<file path="config.mk">
export PLATFORM = sky130hd
export DESIGN_NAME = rain_wiper_ctrl
export DESIGN_NICKNAME = d
export VERILOG_FILES = /design/src/rain_wiper_ctrl.v
export VERILOG_INCLUDE_DIRS = /design/src /design/src/src
export SDC_FILE = /design/constraint.sdc
export NUM_CORES = 1
export LEC_CHECK = 0
export BUFFER_PORTS_ARGS = -buffer_cell sky130_fd_sc_hd__buf_2
export CORE_ASPECT_RATIO = 2
export CORE_MARGIN = 3
export CORE_UTILIZATION = 55
export CTS_CLUSTER_DIAMETER = 120
export DETAILED_ROUTE_END_ITERATION = 7
export PLACE_DENSITY = 0.8
export SLEW_MARGIN = 20
export SYNTH_ARGS = -nofsm -noshare
export SYNTH_HDL_FRONTEND = slang
export SYNTH_SLANG_ARGS = --single-unit
</file>
<file path="constraint.sdc">
create_clock -name i_clk -period 5.5 [get_ports i_clk]
set_input_delay 0.275 -clock i_clk [delete_from_list [all_inputs] [get_ports i_clk]]
set_output_delay 0.275 -clock i_clk [all_outputs]
set_load 0.05 [all_outputs]
</file>
<file path="src/wiper_map.vh">
`ifndef WIPER_MAP_VH
`define WIPER_MAP_VH

// ==========================================================
// Register offsets (APB byte addresses)
`define REG_CTRL        8'h00
`define REG_STATUS      8'h04
`define REG_IRQ_STAT    8'h08
`define REG_IRQ_MASK    8'h0C

// ==========================================================
// Field positions and reset values
`define CTRL_ENABLE     0
`define CTRL_RESET      1'b1
`define IRQ_WIPE        0
`define IRQ_FAULT       1
`define IRQ_IGN_ON      2
`define IRQ_W           3
`define MASK_RESET      3'h0

// ==========================================================
// Stalk selections over LIN
`define SEL_OFF         3'h0
`define SEL_MIST        3'h1
`define SEL_LOW         3'h2
`define SEL_HIGH        3'h3
`define SEL_AUTO        3'h4

// ==========================================================
// Rain sensor codes decoded from the duty cycle
`define CODE_OFF        3'h0
`define CODE_RAIN_INT   3'h1
`define CODE_RAIN_LOW   3'h2
`define CODE_RAIN_HIGH  3'h3
`define CODE_FAULT1     3'h4
`define CODE_NONE       3'h7
// Upper band edges in percent of the frame
`define DUTY_OFF_MAX    20
`define DUTY_INT_MAX    40
`define DUTY_LOW_MAX    60
`define DUTY_HIGH_MAX   80
`define DUTY_FLT1_MAX   95

// ==========================================================
// Sensitivity step that gives a wipe under internal fault
`define SENS_FLT_FROM   3'h3
`define SENS_FLT_TO     3'h2

// ==========================================================
// Timing
`define CLK_HZ          40000000
`define FAULT_CONFIRM_MS 1000
`define SENS_GAP_MS     2000
`define WIPE_MS         1000
`define INT_PAUSE_MS    3000
`define FRAME_US        1000

`endif

</file>
<file path="src/rain_wiper_ctrl.v">
// The address map and the APB slave port are this design's own decisions.
`timescale 1ns/1ps
`include "wiper_map.vh"
// Behaviour
// - Stalk wiper selections arrive over LIN and are taken from those messages.
// - Manual off, mist, low, high, wash; automatic intermittent, low, high.
// - Rain sensor function enabled only while run ignition feed is on.
// - Ignition on and auto selected: both relays follow the rain sensor.
// - Ignition turning on with switch in auto gives exactly one single wipe.
// - Entering auto while sensor reports rain gives one single wipe.
// - Entering auto while sensor reports off gives no wipe, except first entry.
// - First entry into auto since ignition on always gives a single wipe.
// - In auto, raising sensitivity to a more sensitive step gives a wipe.
// - Sensitivity wipe only while sensor reports rain detected.
// - Several raises give one wipe; another only after over 2 s gap.
// - In auto, fault 1 duty code held 1 s confirms internal fault.
// - Confirmed internal fault switches all wiper relays off.
// - Under fault, one slow wipe on sensitivity 3 to 2 only.

module rain_wiper_ctrl #(
   parameter FRAME_CYC   = (`FRAME_US * (`CLK_HZ / 1000000)),
   parameter CONFIRM_CYC = (`FAULT_CONFIRM_MS * (`CLK_HZ / 1000)),
   parameter GAP_CYC     = (`SENS_GAP_MS * (`CLK_HZ / 1000)),
   parameter WIPE_CYC    = (`WIPE_MS * (`CLK_HZ / 1000)),
   parameter PAUSE_CYC   = (`INT_PAUSE_MS * (`CLK_HZ / 1000)),
   parameter CW          = 28
) (
   // Clock and reset
   input  wire        i_clk,
   input  wire        i_reset,
   // APB slave
   input  wire        i_psel,
   input  wire        i_penable,
   input  wire        i_pwrite,
   input  wire [7:0]  i_paddr,
   input  wire [31:0] i_pwdata,
   output reg  [31:0] o_prdata,
   output wire        o_pready,
   output wire        o_pslverr,
   // Stalk switch, decoded from LIN frames
   input  wire [2:0]  i_lin_wiper_sel,
   input  wire        i_lin_wash,
   input  wire [2:0]  i_lin_sens,
   // Pins
   input  wire        i_run_ignition_feed,
   input  wire        i_rain_pwm,
   // Relays and interrupt
   output reg         o_relay_low,
   output reg         o_relay_high,
   output wire        o_irq
);

   // ==========================================================
   // States of the single wipe sequencer
   localparam [1:0] S_IDLE = 2'b01;
   localparam [1:0] S_WIPE = 2'b10;

   // ==========================================================
   // Duty classification
   function [2:0] classify;
      input [CW-1:0] hi;
      reg   [39:0]   h100;
      reg   [39:0]   f;
      begin
         h100 = {12'h000, hi} * 40'd100;
         f    = {8'h00, FRAME_CYC[31:0]};
         if (hi == {CW{1'b0}} || hi >= FRAME_CYC[CW-1:0])
            classify = `CODE_NONE;
         else if (h100 < f * `DUTY_OFF_MAX)
            classify = `CODE_OFF;
         else if (h100 < f * `DUTY_INT_MAX)
            classify = `CODE_RAIN_INT;
         else if (h100 < f * `DUTY_LOW_MAX)
            classify = `CODE_RAIN_LOW;
         else if (h100 < f * `DUTY_HIGH_MAX)
            classify = `CODE_RAIN_HIGH;
         else if (h100 <= f * `DUTY_FLT1_MAX)
            classify = `CODE_FAULT1;
         else
            classify = `CODE_NONE;
      end
   endfunction

   // ==========================================================
   // Pin synchronisers
   reg ign_s1_q;
   reg ign_s2_q;
   reg pwm_s1_q;
   reg pwm_s2_q;

   always @(posedge i_clk) begin
      if (i_reset) begin
         ign_s1_q <= 1'b0;
         ign_s2_q <= 1'b0;
         pwm_s1_q <= 1'b0;
         pwm_s2_q <= 1'b0;
      end else begin
         ign_s1_q <= i_run_ignition_feed;
         ign_s2_q <= ign_s1_q;
         pwm_s1_q <= i_rain_pwm;
         pwm_s2_q <= pwm_s1_q;
      end
   end

   // ==========================================================
   // Register state
   reg              ctrl_en_q;
   reg [`IRQ_W-1:0] irq_q;
   reg [`IRQ_W-1:0] mask_q;

   // ==========================================================
   // Rain sensor duty measurement
   reg [CW-1:0] frame_q;
   reg [CW-1:0] hi_q;
   reg [2:0]    code_q;

   always @(posedge i_clk) begin
      if (i_reset || !ign_s2_q) begin
         frame_q <= {CW{1'b0}};
         hi_q    <= {CW{1'b0}};
         code_q  <= `CODE_NONE;
      end else if (frame_q == FRAME_CYC[CW-1:0] - 1'b1) begin
         frame_q <= {CW{1'b0}};
         hi_q    <= {CW{1'b0}};
         code_q  <= classify(hi_q);
      end else begin
         frame_q <= frame_q + 1'b1;
         hi_q    <= hi_q + {{(CW-1){1'b0}}, pwm_s2_q};
      end
   end

   wire rain = (code_q == `CODE_RAIN_INT) || (code_q == `CODE_RAIN_LOW) ||
               (code_q == `CODE_RAIN_HIGH);

   // ==========================================================
   // Mode and edges
   reg       ign_d_q;
   reg       auto_d_q;
   reg [2:0] sens_d_q;
   reg       entered_q;

   wire auto_sel = (i_lin_wiper_sel == `SEL_AUTO);
   wire on       = ign_s2_q && ctrl_en_q;
   wire auto_on  = on && auto_sel;
   wire ign_rise = ign_s2_q && !ign_d_q;
   wire auto_ent = on && auto_sel && !auto_d_q && !ign_rise;
   wire sens_up  = auto_on && (i_lin_sens < sens_d_q);

   always @(posedge i_clk) begin
      if (i_reset) begin
         ign_d_q   <= 1'b0;
         auto_d_q  <= 1'b0;
         sens_d_q  <= 3'h0;
         entered_q <= 1'b0;
      end else begin
         ign_d_q  <= ign_s2_q;
         auto_d_q <= auto_sel;
         sens_d_q <= i_lin_sens;
         if (!ign_s2_q)
            entered_q <= 1'b0;
         else if ((ign_rise && auto_sel) || auto_ent)
            entered_q <= 1'b1;
      end
   end

   // ==========================================================
   // Internal fault confirmation
   reg [CW-1:0] fcnt_q;
   reg          fault_q;
   wire         flt_code = auto_on && (code_q == `CODE_FAULT1);

   always @(posedge i_clk) begin
      if (i_reset || !flt_code) begin
         fcnt_q  <= {CW{1'b0}};
         fault_q <= 1'b0;
      end else if (fcnt_q == CONFIRM_CYC[CW-1:0] - 1'b1) begin
         fault_q <= 1'b1;
      end else begin
         fcnt_q <= fcnt_q + 1'b1;
      end
   end

   reg  fault_d_q;
   wire fault_rise = fault_q && !fault_d_q;

   // ==========================================================
   // Sensitivity gap timer
   reg [CW-1:0] gap_q;
   wire         gap_done = (gap_q == {CW{1'b0}});

   always @(posedge i_clk) begin
      if (i_reset)
         gap_q <= {CW{1'b0}};
      else if (sens_up)
         gap_q <= GAP_CYC[CW-1:0];
      else if (!gap_done)
         gap_q <= gap_q - 1'b1;
   end

   // ==========================================================
   // Wipe requests
   reg  [1:0]    st_q;
   reg  [CW-1:0] pause_q;
   wire idle     = (st_q == S_IDLE);
   wire int_mode = auto_on && !fault_q && (code_q == `CODE_RAIN_INT);
   wire int_req  = int_mode && idle && (pause_q == PAUSE_CYC[CW-1:0]);
   wire w_ign    = on && ign_rise && auto_sel;
   wire w_ent    = auto_ent && !fault_q && (rain || !entered_q);
   wire w_sens   = sens_up && !fault_q && rain && gap_done;
   wire w_flt    = auto_on && fault_q && (sens_d_q == `SENS_FLT_FROM) &&
                   (i_lin_sens == `SENS_FLT_TO);
   wire wipe_req = w_ign || w_ent || w_sens || w_flt || int_req;

   always @(posedge i_clk) begin
      if (i_reset || !int_mode)
         pause_q <= {CW{1'b0}};
      else if (int_req)
         pause_q <= {CW{1'b0}};
      else if (idle && pause_q != PAUSE_CYC[CW-1:0])
         pause_q <= pause_q + 1'b1;
   end

   // ==========================================================
   // Single wipe sequencer
   reg [CW-1:0] wcnt_q;
   reg          wflt_q;

   always @(posedge i_clk) begin
      if (i_reset || !on) begin
         st_q   <= S_IDLE;
         wcnt_q <= {CW{1'b0}};
         wflt_q <= 1'b0;
      end else begin
         case (st_q)
            S_IDLE: begin
               if (wipe_req) begin
                  st_q   <= S_WIPE;
                  wcnt_q <= WIPE_CYC[CW-1:0] - 1'b1;
                  wflt_q <= w_flt;
               end
            end
            S_WIPE: begin
               if (wcnt_q == {CW{1'b0}})
                  st_q <= S_IDLE;
               else
                  wcnt_q <= wcnt_q - 1'b1;
            end
            default: begin
               st_q <= S_IDLE;
            end
         endcase
      end
   end

   wire wipe_start = idle && wipe_req && on;

   // ==========================================================
   // Relay drive
   wire wiping = (st_q == S_WIPE) && (!fault_q || wflt_q);
   wire man_lo = (i_lin_wiper_sel == `SEL_MIST) ||
                 (i_lin_wiper_sel == `SEL_LOW) || i_lin_wash;
   wire man_hi = (i_lin_wiper_sel == `SEL_HIGH);
   wire aut_lo = auto_on && !fault_q &&
                 (code_q == `CODE_RAIN_LOW);
   wire aut_hi = auto_on && !fault_q &&
                 (code_q == `CODE_RAIN_HIGH);
   wire lo_d   = on && (wiping || aut_lo || (!auto_sel && man_lo) ||
                 (auto_sel && i_lin_wash && !fault_q));
   wire hi_d   = on && (aut_hi || (!auto_sel && man_hi));

   always @(posedge i_clk) begin
      if (i_reset) begin
         o_relay_low  <= 1'b0;
         o_relay_high <= 1'b0;
         fault_d_q    <= 1'b0;
      end else begin
         o_relay_low  <= lo_d;
         o_relay_high <= hi_d;
         fault_d_q    <= fault_q;
      end
   end

   // ==========================================================
   // APB slave
   wire acc    = i_psel && i_penable;
   wire mapped = (i_paddr == `REG_CTRL) || (i_paddr == `REG_STATUS) ||
                 (i_paddr == `REG_IRQ_STAT) || (i_paddr == `REG_IRQ_MASK);
   wire rd_clr = acc && !i_pwrite && (i_paddr == `REG_IRQ_STAT);

   assign o_pready  = 1'b1;
   assign o_pslverr = acc && !mapped;

   wire [`IRQ_W-1:0] ev;
   assign ev[`IRQ_WIPE]   = wipe_start;
   assign ev[`IRQ_FAULT]  = fault_rise;
   assign ev[`IRQ_IGN_ON] = ign_rise;

   reg [31:0] rd_d;
   always @* begin
      rd_d = 32'h0000_0000;
      case (i_paddr)
         `REG_CTRL:     rd_d[0] = ctrl_en_q;
         `REG_STATUS:   rd_d = {22'h000000, st_q == S_WIPE, code_q,
                                o_relay_high, o_relay_low, entered_q,
                                auto_on, fault_q, ign_s2_q};
         `REG_IRQ_STAT: rd_d[`IRQ_W-1:0] = irq_q;
         `REG_IRQ_MASK: rd_d[`IRQ_W-1:0] = mask_q;
         default:       rd_d = 32'h0000_0000;
      endcase
   end

   always @(posedge i_clk) begin
      if (i_reset) begin
         ctrl_en_q <= `CTRL_RESET;
         mask_q    <= `MASK_RESET;
         irq_q     <= {`IRQ_W{1'b0}};
         o_prdata  <= 32'h0000_0000;
      end else begin
         if (i_psel && !i_penable && !i_pwrite)
            o_prdata <= rd_d;
         if (acc && i_pwrite && i_paddr == `REG_CTRL)
            ctrl_en_q <= i_pwdata[`CTRL_ENABLE];
         if (acc && i_pwrite && i_paddr == `REG_IRQ_MASK)
            mask_q <= i_pwdata[`IRQ_W-1:0];
         // Set wins over read clear
         irq_q <= (rd_clr ? {`IRQ_W{1'b0}} : irq_q) | ev;
      end
   end

   assign o_irq = |(irq_q & mask_q);

endmodule // rain_wiper_ctrl

</file>
-- Yosys cells after proc, flatten, opt, wreduce, memory -nomap -nowiden
Index checks and enable logic that the tools add are counted.
- RAM bits: 0
- bits of input ports: 54
- memory bits (read-only): 0
- bits in latches: 0
- memories kept: 0
- register bits: 227
- magnitude comparators: 7
- $add $sub $neg: 6
- divide/modulo/power cells: 0
- muxes and demuxes: 18
- shift operators: 0
- bitwise logic cells: 3
- $mul: 1
- reduce and logical (&&, ||, !) cells: 94
- equal/unequal tests: 23
- operators by type and width (cell ; count):
    $add 28x1->28 const B ; 3
    $logic_not 28->1 ; 3
    $lt 35x22->1 const B ; 2
    $mux 28 ; 2
    $pmux 28 s2 ; 1
    $sub 28x1->28 const B ; 2
    $mux 27 ; 2
    $logic_and 1x1->1 ; 44
    $le 35x22->1 const B ; 1
    $lt 35x20->1 const B ; 1
    $lt 35x21->1 const B ; 1
    $mul 28x5->33 const B ; 1
    $add 28x1->28 ; 1
    $eq 28x16->1 const B ; 1
    $eq 28x26->1 const B ; 1
    $eq 28x27->1 const B ; 1
    $ge 28x16->1 const B ; 1
    $ne 28x27->1 const B ; 1
    $logic_or 1x1->1 ; 23
    $eq 3x2->1 const B ; 6
    $mux 3 ; 6
    $eq 8x4->1 const B ; 2
    $logic_not 1->1 ; 14
    $eq 8x3->1 const B ; 1
    21 further kinds ; 31

-- Depth between registers and ports, before layout
Gate-level depths: netlist of the first run.
- depth after elaboration: 13
- depth in mapped cells: 19
- depth with buffers taken out: 17

-- Least setup slack after synthesis of the first run
Ideal clock, no wire load.
- kind: register to register
- from: reg hi_q[6]
- to: reg code_q[0]
- cell stages (with the launch flop): 17
- path buffers: 1
- library setup time: 74 ps
- required time: 5426 ps
- period minus slack after synthesis: 3883 ps
- setup slack: 1617 ps
- data arrival time: 3809 ps
- cell sequence: dfxtp_1 -> inv_1 -> ha_1 -> ha_1 -> fa_1 -> ha_1 -> buf_4 -> a21oi_2 -> o21ai_2 -> a311o_1 -> o211ai_2 -> nand2_1 -> xor2_1 -> nor4_4 -> a311oi_1 -> o32a_1 -> a31oi_1
- cells in the longest elaborated chain, start to end: 8
- ends and longest elaborated chain (what ; RTL line ; RTL):
    start, declared ; rain_wiper_ctrl.v:114 ; reg [CW-1:0] hi_q;
    start signal, assigned ; rain_wiper_ctrl.v:120 ; hi_q <= {CW{1'b0}};
    start signal, assigned ; rain_wiper_ctrl.v:124 ; hi_q <= {CW{1'b0}};
    start signal, assigned ; rain_wiper_ctrl.v:128 ; hi_q <= hi_q + {{(CW-1){1'b0}}, pwm_s2_q};
    $mul 28x5->33 ; rain_wiper_ctrl.v:65 ; h100 = {12'h000, hi} * 40'd100;
    $le 35x22->1 (no line) ; - ;
    $mux 2 ; rain_wiper_ctrl.v:77 ; else if (h100 <= f * `DUTY_FLT1_MAX)
    $mux 3 ; rain_wiper_ctrl.v:75 ; else if (h100 < f * `DUTY_HIGH_MAX)
    $mux 3 ; rain_wiper_ctrl.v:73 ; else if (h100 < f * `DUTY_LOW_MAX)
    $mux 3 ; rain_wiper_ctrl.v:71 ; else if (h100 < f * `DUTY_INT_MAX)
    $mux 3 ; rain_wiper_ctrl.v:69 ; else if (h100 < f * `DUTY_OFF_MAX)
    $mux 3 (*) ; rain_wiper_ctrl.v:67 ; if (hi == {CW{1'b0}} || hi >= FRAME_CYC[CW-1:0])
    end signal, assigned ; rain_wiper_ctrl.v:121 ; code_q <= `CODE_NONE;
    end signal, assigned ; rain_wiper_ctrl.v:125 ; code_q <= classify(hi_q);
    end, declared ; rain_wiper_ctrl.v:115 ; reg [2:0] code_q;
Every way passes the cells marked *; elsewhere a longest branch is shown, timed or not.
A chain may end at the register's enable or synchronous reset.

-- Worst setup path after layout of the first run
- from: reg hi_q[13]
- to: reg code_q[0]
The elaborated chain is that of the path after synthesis.

==> results of run 1 <==
-- worst max path at each step --
stage / start / to / slack (ns) / cells past startpoint
2_1_floorplan: hi_q[6] / code_q[0] / 1.62 / 16
3_3_place_gp: hi_q[6] / code_q[0] / 1.22 / 15
3_5_place_dp: hi_q[6] / code_q[0] / 1.16 / 15
4_1_cts: hi_q[13] / code_q[0] / 1.08 / 14
5_1_grt: hi_q[13] / code_q[0] / 0.78 / 14
6_report: hi_q[13] / code_q[0] / 1.0 / 14
-- worst max-delay path: cells and delay by family (launching register included) --
family          cells  cell delay (ns)
compound gates      5             1.31
xor+xnor            1             0.32
fa+ha+maj           4             1.36
buf+inv             1             0.13
flops               1             0.45
simple gates        3             0.79
-- per-layer routing --
metal	wire length (um)	global-route usage, %	part of all wire (%)	vias up
met3	905	3.06	3.4	74
met1	10300	22.0	38	4902
met4	967	9.09	3.6	0
li1	-	-	-	5104
met5	0	0	0	-
met2	14600	40.5	55	169
-- flip-flops by register name, summed over array words and instances, names as in the netlist, 10 cells and up --
| name | count |
|---|---|
| fcnt_q | 28 |
| frame_q | 28 |
| gap_q | 28 |
| hi_q | 28 |
| o_prdata | 10 |
| pause_q | 28 |
| wcnt_q | 28 |
-- cell usage after synthesis, drive strengths merged, types with 23 or more instances --
cell / instances
nor4: 30
xnor2: 93
buf: 38
nor2: 217
xor2: 73
a21oi: 78
ha: 119
inv: 69
clkbuf: 25
nand2: 102
nand3: 62
dfxtp: 205
fa: 23
nand4: 34
o21ai: 38
nor3: 30
-- power by group through the flow --
| stage | Clock, mW | Combinational [mW] | Sequential (mW) |
|---|---|---|---|
| finish | 1.41 | 0.624 | 1.67 |
| global route | 1.51 | 0.710 | 1.68 |
| CTS | 1.46 | 0.629 | 1.67 |
| detailed placement | 0 | 0.624 | 1.70 |
| global placement | 0 | 0.610 | 1.70 |
| floorplan | 0 | 0.540 | 1.68 |
-- through the flow --
stage	setup slack, ns	std cells	util [%]	instance area (sq um)	hold WS (ns)
floorplan	1.62	1490	-	12900	0.347
global placement	1.22	1746	57.4	13100	0.437
global route	0.780	1786	60.6	13800	0.0166
detailed placement	1.16	1746	57.4	13100	0.436
CTS	1.08	1785	60.5	13800	0.00263
finish	0.996	1786	60.6	13800	0.0197
-- area by class of cell --
cell class              instances  area, sq um
fillers                      1956         8970
multi-input cells            1153         8160
flip-flops and latches        205         4100
clock buffers                  26          553
well taps                     280          350
inverters                      69          259
repair buffers                 42          228
clock inverters                10          119
diodes                          1         2.50
-- cells by family (layout without fill, tap and decap cells) --
| kind of cell | count (synthesis) | in the layout | share of synthesized area, % |
|---|---|---|---|
| multiplexers | 9 | 9 | 0.822 |
| AND/OR/NAND/NOR | 606 | 606 | 24.5 |
| flip-flops | 205 | 205 | 32.1 |
| other | 2 | 24 | 0.0587 |
| AO/OA/AOI/OAI | 207 | 207 | 11.0 |
| buffers and inverters | 132 | 147 | 4.83 |
| adder cells (fa/ha/maj) | 142 | 142 | 15.2 |
| XOR/XNOR | 166 | 166 | 11.4 |
==> metrics.cfg, run 1 <==
[sta]
fin_crit_ns = 4.50
rsz0062_at_grt = false
setup_tns_ns = 0
worst_clock_skew_ns = 0.00837
fin_crit_sh_pct = 81.9
max-slew-margin-rel_pct = 30.5
hold_viol = 0
max_freq_ghz = 0.222
tightestPinTransition_ns = 1.04
final_max_slew_viol_count = 0
setup_viol_count_final = 0

[cells_and_area]
drive_gt1_share_pct = 8.04
layout_commonest_cell = nor2_1
final_cell_mix = 217 x nor2_1, 205 x dfxtp_1, 119 x ha_1, 98 x nand2_1, 92 x xnor2_1
nNetsFinal = 1687
area_delta_synth_final_pct = 7.74

[clock_network]
clockRootBuffer = clkbuf_16
postCtsSetupBuffers = 0
cts_resized = 0
cts_tree = done
htree_levels = 1
clkTransAtPathRegs_ns = 0.07
cts_buffer_depth = 3
hold_buffers = 3
cts_sinks = 205
clk_latency_ns = 0.51
cts_made_buffers = 20

[drt]
drc_errors = 0
avgRoutedWirePerCell_um = 15.0
first_pass_iters = 5
wirelength_mm = 26.8
antenna_left = 0
num_vias = 10249
viasPerCell = 5.74
drtIter0Drc = 579

[critical_path]
reg2reg_to = code_q[0]
path_class = flop to flop
critPathRequiredTime_ns = 5.88
worstSetupEndpointType = flop
critPathMaxStageDelay_ns = 0.48
crit_slowest_cell = a21oi_1
reg2regPathDepth = 14
start_kind = flop
worstPathCellList = inv_1 -> ha_1 -> ha_1 -> fa_1 -> ha_1 -> a21oi_1 -> nand3_1 -> and4_1 -> a221oi_2 -> o22a_1 -> a21oi_1 -> or2_1 -> xnor2_1 -> a31oi_1
crit_path_max_fanout = 6
cpMostUsedCell = ha_1
reg2reg_slack_ns = 1.0
rr_startpoint = hi_q[13]
crit_arrival_ns = 4.89

[grt]
track_usage_pct = 21.1
antenna_found_initial = 1
grt_pass1_vias = 10294
grt-ovfl-total = 0
grt_max_degree = 57
grt_pass1_wl_mm = 45.6

[power]
p_switching_mw = 1.06
clkPwrFrac_pct = 38.1
combPwrFrac_pct = 16.8
p_int_mw = 2.65
leakagePower_nw = 5.53
ir_drop_uv = 293
p_total_mw = 3.71
p_sw_share_pct = 28.5
seq_power_share_pct = 45.0
powerDensity_mw_per_mm2 = 269

[synthesis]
synth.top_cell.area_share_pct = 32.1
synthTopCellsByArea = dfxtp_1 32%, ha_1 12%, nor2_1 6.4%, xnor2_1 6.3%, xor2_1 5.0%
yosys.area.top_type = dfxtp_1
synth_cell_types = 97
synth_area_sq_mm = 0.0128
synth_seq_cells = 205
synth_edf_count = 0
syn_inst = 1469
synthArstFlopShare_pct = 0
yosysSeqAreaShare_pct = 32.1
ys.flop_type = dfxtp_1
avgSynthCellArea_sq_um = 8.70
ys_warn_count = 0

[floorplan]
die_w_um = 114
coreArea_sq_mm = 0.0227
dieHeight_um = 222
rows = 78
io_pins = 91
die_area_sq_mm = 0.0252
initial_core_util_pct = 56.2

[min_path]
hold_class = primary input to flop
hold_end = sens_d_q[1]
hold_start = i_lin_sens[1]
hold_depth = 2

[run_status]
status = finished, final reports clean

[placed_design]
dp_hpwl_mm = 20.2
place.gp.congestion = 0.885
numPortBuffers = 38

[job]
drv_cap = 0

(Power assumes the default switching activity.)
==> inputs of run 2 (changes only) <==
==> constraint.sdc (replaced) <==
create_clock -name i_clk -period 4.61 [get_ports i_clk]
set_input_delay 0.2305 -clock i_clk [delete_from_list [all_inputs] [get_ports i_clk]]
set_output_delay 0.2305 -clock i_clk [all_outputs]
set_load 0.05 [all_outputs]
==> run 2 against run 1 <==
First-iteration DRC count shrank 7.8%. Count of clock-buffer cells in the layout is the same. Largest cell class unchanged. Global-route usage grew 0.50 points. Sequential share of layout area shrank 0.051 points. Critical endpoint unchanged. Routed wire length grew 2.8%.
==> metrics.cfg, run 2 (synthesis results as in run 1) <==
[sta]
worst_clock_skew_ns = 0.0315  ; was 0.00837 ns
setup_tns_ns = 0  ; unchanged
max_freq_ghz = 0.232  ; was 0.222 GHz
hold_viol = 0  ; unchanged
rsz0062_at_grt = false  ; unchanged
max-slew-margin-rel_pct = 29.0  ; was 30.5%
hold_slack_ns = 0.0156  ; was 0.0197 ns
fin_crit_sh_pct = 93.4  ; was 81.9%
tightestPinTransition_ns = 1.06  ; was 1.04 ns
final_max_slew_viol_count = 0  ; unchanged
setup_viol_count_final = 0  ; unchanged
fin_crit_ns = 4.31  ; was 4.50 ns

[clock_network]
cts_buffer_depth = 3  ; unchanged
postCtsSetupBuffers = 0  ; unchanged
cts_tree = done  ; unchanged
clkTransAtPathRegs_ns = 0.07  ; about the same
htree_levels = 1  ; unchanged
cts_sinks = 205  ; unchanged
cts_made_buffers = 19  ; was 20
clk_latency_ns = 0.52  ; was 0.51 ns
clockRootBuffer = clkbuf_16  ; unchanged

[cells_and_area]
area_delta_synth_final_pct = 7.93  ; was 7.74%
fin_util_pct = 60.7  ; was 60.6%
final_cell_mix = 217 x nor2_1, 205 x dfxtp_1, 119 x ha_1, 98 x nand2_1, 92 x xnor2_1  ; unchanged
nNetsFinal = 1694  ; was 1,687
layout_commonest_cell = nor2_1  ; unchanged
drive_gt1_share_pct = 8.14  ; was 8.04%
layout.cells.non_filler = 1792  ; was 1,786
nFillCells = 1918  ; was 1,956

[min_path]
hold_class = primary input to flop  ; unchanged
hold_end = mask_q[2]  ; was sens_d_q[1]
hold_depth = 3  ; was 2
hold_start = i_pwdata[2]  ; was i_lin_sens[1]

[power]
p_total_mw = 4.38  ; was 3.71 mW
p_sw_share_pct = 28.8  ; was 28.5%
p_int_mw = 3.12  ; was 2.65 mW
combPwrFrac_pct = 17.4  ; was 16.8%
clkPwrFrac_pct = 37.2  ; was 38.1%
powerDensity_mw_per_mm2 = 318  ; was 269 mW/mm^2
p_switching_mw = 1.26  ; was 1.06 mW
leakagePower_nw = 5.54  ; was 5.53 nW
seq_power_share_pct = 45.4  ; was 45.0%
ir_drop_uv = 411  ; was 293 uV

[grt]
grt-ovfl-total = 0  ; unchanged
grt_pass1_wl_mm = 46.5  ; was 45.6 mm
grt_max_degree = 38  ; was 57
track_usage_pct = 21.6  ; was 21.1%
antenna_found_initial = 1  ; unchanged
grt_pass1_vias = 10572  ; was 10.3k

[drt]
wirelength_mm = 27.6  ; was 26.8 mm
viasPerCell = 5.80  ; was 5.74
drtIter0Drc = 534  ; was 579
avgRoutedWirePerCell_um = 15.4  ; was 15.0 um
drc_errors = 0  ; unchanged
first_pass_iters = 5  ; unchanged
antenna_left = 0  ; unchanged
num_vias = 10388  ; was 10.2k

[critical_path]
reg2reg_slack_ns = 0.30  ; was 1.0 ns
critPathRequiredTime_ns = 5.03  ; was 5.88 ns
reg2regPathDepth = 17  ; was 14
rr_startpoint = hi_q[7]  ; was hi_q[13]
path_class = flop to flop  ; unchanged
start_kind = flop  ; unchanged
worstSetupEndpointType = flop  ; unchanged
crit_path_max_fanout = 9  ; was 6
crit_arrival_ns = 4.73  ; was 4.89 ns
reg2reg_to = code_q[0]  ; unchanged

[floorplan]
rows = 78  ; unchanged
initial_core_util_pct = 56.2  ; unchanged
dieHeight_um = 222  ; unchanged
io_pins = 91  ; unchanged
coreArea_sq_mm = 0.0227  ; unchanged
die_area_sq_mm = 0.0252  ; unchanged
die_w_um = 114  ; unchanged

[placed_design]
dp.cells = 1750  ; was 1,746
place.gp.congestion = 0.906  ; was 0.885
dp_hpwl_mm = 20.9  ; was 20.2 mm
numPortBuffers = 38  ; unchanged

[job]
drv_cap = 0  ; unchanged

[run_status]
status = finished, final reports clean  ; unchanged

-- run 2: layout make-up --
class	count	area [sq um]	share of cell area (%)
timing repair buffer	50	298	2.16
tap	280	350	2.54
clock buffer	26	532	3.85
antenna	1	2.50	0.0181
inverter	69	259	1.88
sequential	205	4100	29.7
multi-input combinational	1153	8160	59.1
clock inverter	8	96.3	0.698
-- run 2: power by group through the flow --
stage / Combinational (mW) / Sequential, mW / Clock (mW)
finish: 0.763 / 1.99 / 1.63
global route: 0.859 / 2.01 / 1.73
CTS: 0.769 / 1.99 / 1.67
detailed placement: 0.756 / 2.03 / 0
global placement: 0.731 / 2.02 / 0
floorplan: 0.645 / 2.01 / 0
-- run 2: worst max-delay path by stage --
stage,startpoint,endpoint,slack [ns],cells after the start
after floorplan,hi_q[6],code_q[0],0.73,16
after global placement,hi_q[6],code_q[0],0.42,15
after detailed placement,hi_q[7],code_q[0],0.34,17
after CTS,hi_q[12],code_q[0],0.28,14
after global routing,hi_q[7],code_q[0],0.02,17
final,hi_q[7],code_q[0],0.30,17
-- run 2: timing repair --
| action | in CTS | in global routing |
|---|---|---|
| resized for setup | 0 | 2 |
| hold endpoints to repair | 8 | 0 |
| hold buffers | 7 | 0 |
| setup endpoints to repair | 0 | 1 |
-- run 2: per-layer routing --
| layer | routed length, um | GRT usage (%) |
|---|---|---|
| met5 | 0 | 0 |
| met3 | 969 | 2.46 |
| met4 | 1340 | 10.5 |
| met2 | 15200 | 42.7 |
| met1 | 10100 | 21.3 |
-- run 2: critical path: stages (launching register included) --
cell and delay [ns]:
dfxtp_1 0.43, inv_1 0.14, ha_1 0.31, ha_1 0.14, inv_1 0.05, fa_1 0.48, inv_1 0.04, ha_1 0.40
a21o_4 0.28, a21oi_1 0.21, mux2_1 0.34, a31oi_1 0.14, o2111ai_1 0.18, nor2_1 0.24, a31oi_1 0.16, o221a_1 0.15
o32a_1 0.35, a31oi_1 0.17
-- run 2: through the flow --
| step | setup WS, ns | instance area (sq um) |
|---|---|---|
| after global placement | 0.419 | 13100 |
| after CTS | 0.275 | 13800 |
| after floorplan | 0.727 | 12900 |
| final | 0.305 | 13800 |
| after global routing | 0.0172 | 13800 |
| after detailed placement | 0.343 | 13100 |
==> inputs of run 3 (changes only) <==
--- a/config.mk
+++ b/config.mk
@@ -6,13 +6,13 @@
 export SDC_FILE = /design/constraint.sdc
 export NUM_CORES = 1
 export LEC_CHECK = 0
-export BUFFER_PORTS_ARGS = -buffer_cell sky130_fd_sc_hd__buf_2
 export CORE_ASPECT_RATIO = 2
 export CORE_MARGIN = 3
-export CORE_UTILIZATION = 55
+export CORE_UTILIZATION = 30
 export CTS_CLUSTER_DIAMETER = 120
 export DETAILED_ROUTE_END_ITERATION = 7
-export PLACE_DENSITY = 0.8
+export DONT_BUFFER_PORTS = 1
+export PLACE_DENSITY = 0.5
 export SLEW_MARGIN = 20
 export SYNTH_ARGS = -nofsm -noshare
 export SYNTH_HDL_FRONTEND = slang
==> run 3 against run 2 <==
Highest routed layer unchanged. First-iteration DRC count decreased by 35%. Largest cell class unchanged. Worst setup slack lost 0.040 ns. Fmax decreased by 0.91%. Critical path depth unchanged. Global-route usage down 8.6 points. Routed wire length grew 9.6%. Cell area rose by 2.6%. Die area rose by 80%. Non-clock buffer count decreased by 26.
==> metrics.cfg, run 3 (synthesis results as in run 1) <==
[cells_and_area]
finalInstanceArea_sq_mm = 0.0141  ; was 0.0138 sq mm
final_cell_mix = 216 x nor2_1, 204 x dfxtp_1, 119 x ha_1, 98 x nand2_1, 92 x xnor2_1  ; was 217 x nor2_1, 205 x dfxtp_1, 119 x ha_1, 98 x nand2_1, 92 x xnor2_1
layout_commonest_cell = nor2_1  ; unchanged
nFillCells = 4416  ; was 1,918
nNetsFinal = 1670  ; was 1,694
fin_util_pct = 33.8  ; was 60.7%
n_antenna_cell = 0  ; was 1
area_delta_synth_final_pct = 10.7  ; was 7.93%
drive_gt1_share_pct = 6.25  ; was 8.14%

[critical_path]
reg2reg_slack_ns = 0.27  ; was 0.30 ns
reg2regPathDepth = 17  ; unchanged
critPathMaxStageDelay_ns = 0.47  ; was 0.48 ns
path_class = flop to flop  ; unchanged
worstPathCellList = inv_1 -> ha_1 -> ha_1 -> inv_1 -> fa_1 -> inv_1 -> ha_1 -> a21o_4 -> a21oi_1 -> mux2_1 -> a31oi_1 -> o2111ai_1 -> nor2_2 -> a31oi_1 -> o221a_1 -> o32a_1 -> a31oi_1  ; was inv_1 -> ha_1 -> ha_1 -> inv_1 -> fa_1 -> inv_1 -> ha_1 -> a21o_4 -> a21oi_1 -> mux2_1 -> a31oi_1 -> o2111ai_1 -> nor2_1 -> a31oi_1 -> o221a_1 -> o32a_1 -> a31oi_1
cp_top_family = compound AO/OA/AOI/OAI gates  ; unchanged
crit_slowest_cell = fa_1  ; unchanged
worstSetupEndpointType = flop  ; unchanged
crit_path_max_fanout = 9  ; unchanged
path_buf_inv = 3  ; unchanged
rr_startpoint = hi_q[7]  ; unchanged
crit_arrival_ns = 4.78  ; was 4.73 ns
start_kind = flop  ; unchanged
critPathRequiredTime_ns = 5.05  ; was 5.03 ns
reg2reg_to = code_q[0]  ; unchanged

[sta]
timing.final.ws_setup_ns = 0.265  ; was 0.305 ns
max_freq_ghz = 0.230  ; was 0.232 GHz
fin_crit_sh_pct = 94.3  ; was 93.4%
hold_viol = 0  ; unchanged
tightestPinTransition_ns = 1.15  ; was 1.06 ns
setup_viol_count_final = 0  ; unchanged
final_max_slew_viol_count = 0  ; unchanged
rsz0062_at_grt = false  ; unchanged
fin_crit_ns = 4.34  ; was 4.31 ns
setup_tns_ns = 0  ; unchanged
max-slew-margin-rel_pct = 22.8  ; was 29.0%
worst_clock_skew_ns = 0.0155  ; was 0.0315 ns

[placed_design]
place.gp.congestion = 0.813  ; was 0.906
place_ws_ns = 0.175  ; was 0.343 ns
dp_hpwl_mm = 23.6  ; was 20.9 mm
numPortBuffers = 0  ; was 38
placed_cell_area_sq_mm = 0.0132  ; was 0.0131 sq mm

[floorplan]
rows = 106  ; was 78
coreArea_sq_mm = 0.0419  ; was 0.0227 sq mm
initial_core_util_pct = 30.5  ; was 56.2%
io_pins = 91  ; unchanged
die_w_um = 152  ; was 114 um
die_area_sq_mm = 0.0453  ; was 0.0252 sq mm
dieHeight_um = 298  ; was 222 um

[clock_network]
cts_buffer_depth = 3  ; unchanged
cts_sinks = 205  ; unchanged
clkTransAtPathRegs_ns = 0.06  ; was 0.07 ns
cts_tree = done  ; unchanged
clockRootBuffer = clkbuf_16  ; unchanged
htree_levels = 1  ; unchanged
cts_made_buffers = 21  ; was 19
clk_latency_ns = 0.52  ; about the same

[power]
p_switching_mw = 1.27  ; was 1.26 mW
combPwrFrac_pct = 16.4  ; was 17.4%
seq_power_share_pct = 43.8  ; was 45.4%
p_sw_share_pct = 27.9  ; was 28.8%
p_int_mw = 3.28  ; was 3.12 mW
powerDensity_mw_per_mm2 = 322  ; was 318 mW/mm^2
clkPwrFrac_pct = 39.9  ; was 37.2%
leakagePower_nw = 5.48  ; was 5.54 nW
ir_drop_uv = 238  ; was 411 uV

[drt]
antenna_left = 0  ; unchanged
wirelength_mm = 30.2  ; was 27.6 mm
drc_errors = 0  ; unchanged
viasPerCell = 4.95  ; was 5.80
avgRoutedWirePerCell_um = 14.9  ; was 15.4 um
num_vias = 10036  ; was 10.4k
first_pass_iters = 4  ; was 5
drtIter0Drc = 347  ; was 534

[run_status]
status = finished, final reports clean  ; unchanged

[min_path]
hold_depth = 2  ; was 3
hold_end = pwm_s2_q  ; was mask_q[2]
hold_start = i_reset  ; was i_pwdata[2]
hold_class = primary input to flop  ; unchanged

[grt]
antenna_found_initial = 0  ; was 1
grt_max_degree = 34  ; was 38
track_usage_pct = 13.0  ; was 21.6%
grt_pass1_vias = 10451  ; was 10.6k
grt-ovfl-total = 0  ; unchanged
grt_pass1_wl_mm = 50.1  ; was 46.5 mm

[job]
drv_cap = 0  ; unchanged

[run 3: changes by cell type in the layout (fill, tap and decap cells not counted), sizes merged]
cell	previous run	this run
buf	43	8
bufinv	2	3
clkbuf	26	28
clkinvlp	1	0
diode	1	0
dlygate4sd3	7	16
[run 3: layout make-up]
cell class | count | area [sq um] | area share (%)
clock buffers | 28 | 602 | 4.25
inverters | 69 | 259 | 1.83
clock inverters | 8 | 123 | 0.867
multi-input cells | 1153 | 8150 | 57.6
flip-flops and latches | 205 | 4110 | 29.0
repair buffers | 24 | 233 | 1.64
well taps | 540 | 676 | 4.77
[run 3: routing by layer]
metal | routed length, um | vias up | part of all wire, % | track usage [%]
met5 | 0 | - | 0 | 0
met4 | 923 | 0 | 3.1 | 4.54
met3 | 1000 | 51 | 3.3 | 1.77
met2 | 17100 | 135 | 57 | 26.8
met1 | 11200 | 4786 | 37 | 12.9
li1 | - | 5064 | - | -
[run 3: how the worst max path moves through the flow]
stage,cells after the start,end,start,slack [ns]
final,17,code_q[0],hi_q[7],0.27
after CTS,15,code_q[0],hi_q[6],0.15
after global placement,15,code_q[0],hi_q[6],0.30
after detailed placement,15,code_q[0],hi_q[6],0.17
after global routing,17,code_q[0],hi_q[7],0.007
after floorplan,16,code_q[0],hi_q[6],0.73
[run 3: repair_timing]
action / 4_1_cts / 5_1_grt
hold buffers: 17 / 0
setup buffers: 0 / 0
hold endpoints to repair: 37 / 0
setup endpoints to repair: 0 / 3
resized for setup: 0 / 4
[run 3: power by group through the flow]
stage / Combinational, mW / Sequential [mW] / Clock [mW]
2_1_floorplan: 0.645 / 2.01 / 0
3_3_place_gp: 0.721 / 2.03 / 0
3_5_place_dp: 0.731 / 2.03 / 0
4_1_cts: 0.758 / 1.99 / 1.89
5_1_grt: 0.862 / 2.01 / 1.94
6_report: 0.746 / 1.99 / 1.81
[run 3: stage by stage]
step	power (mW)	hold WS, ns	instances
3_3_place_gp	2.75	0.314	1974
5_1_grt	4.81	0.0161	2027
6_report	4.55	0.0153	2027
4_1_cts	4.64	0.000864	2027
2_1_floorplan	2.65	0.302	1490
3_5_place_dp	2.76	0.316	1974
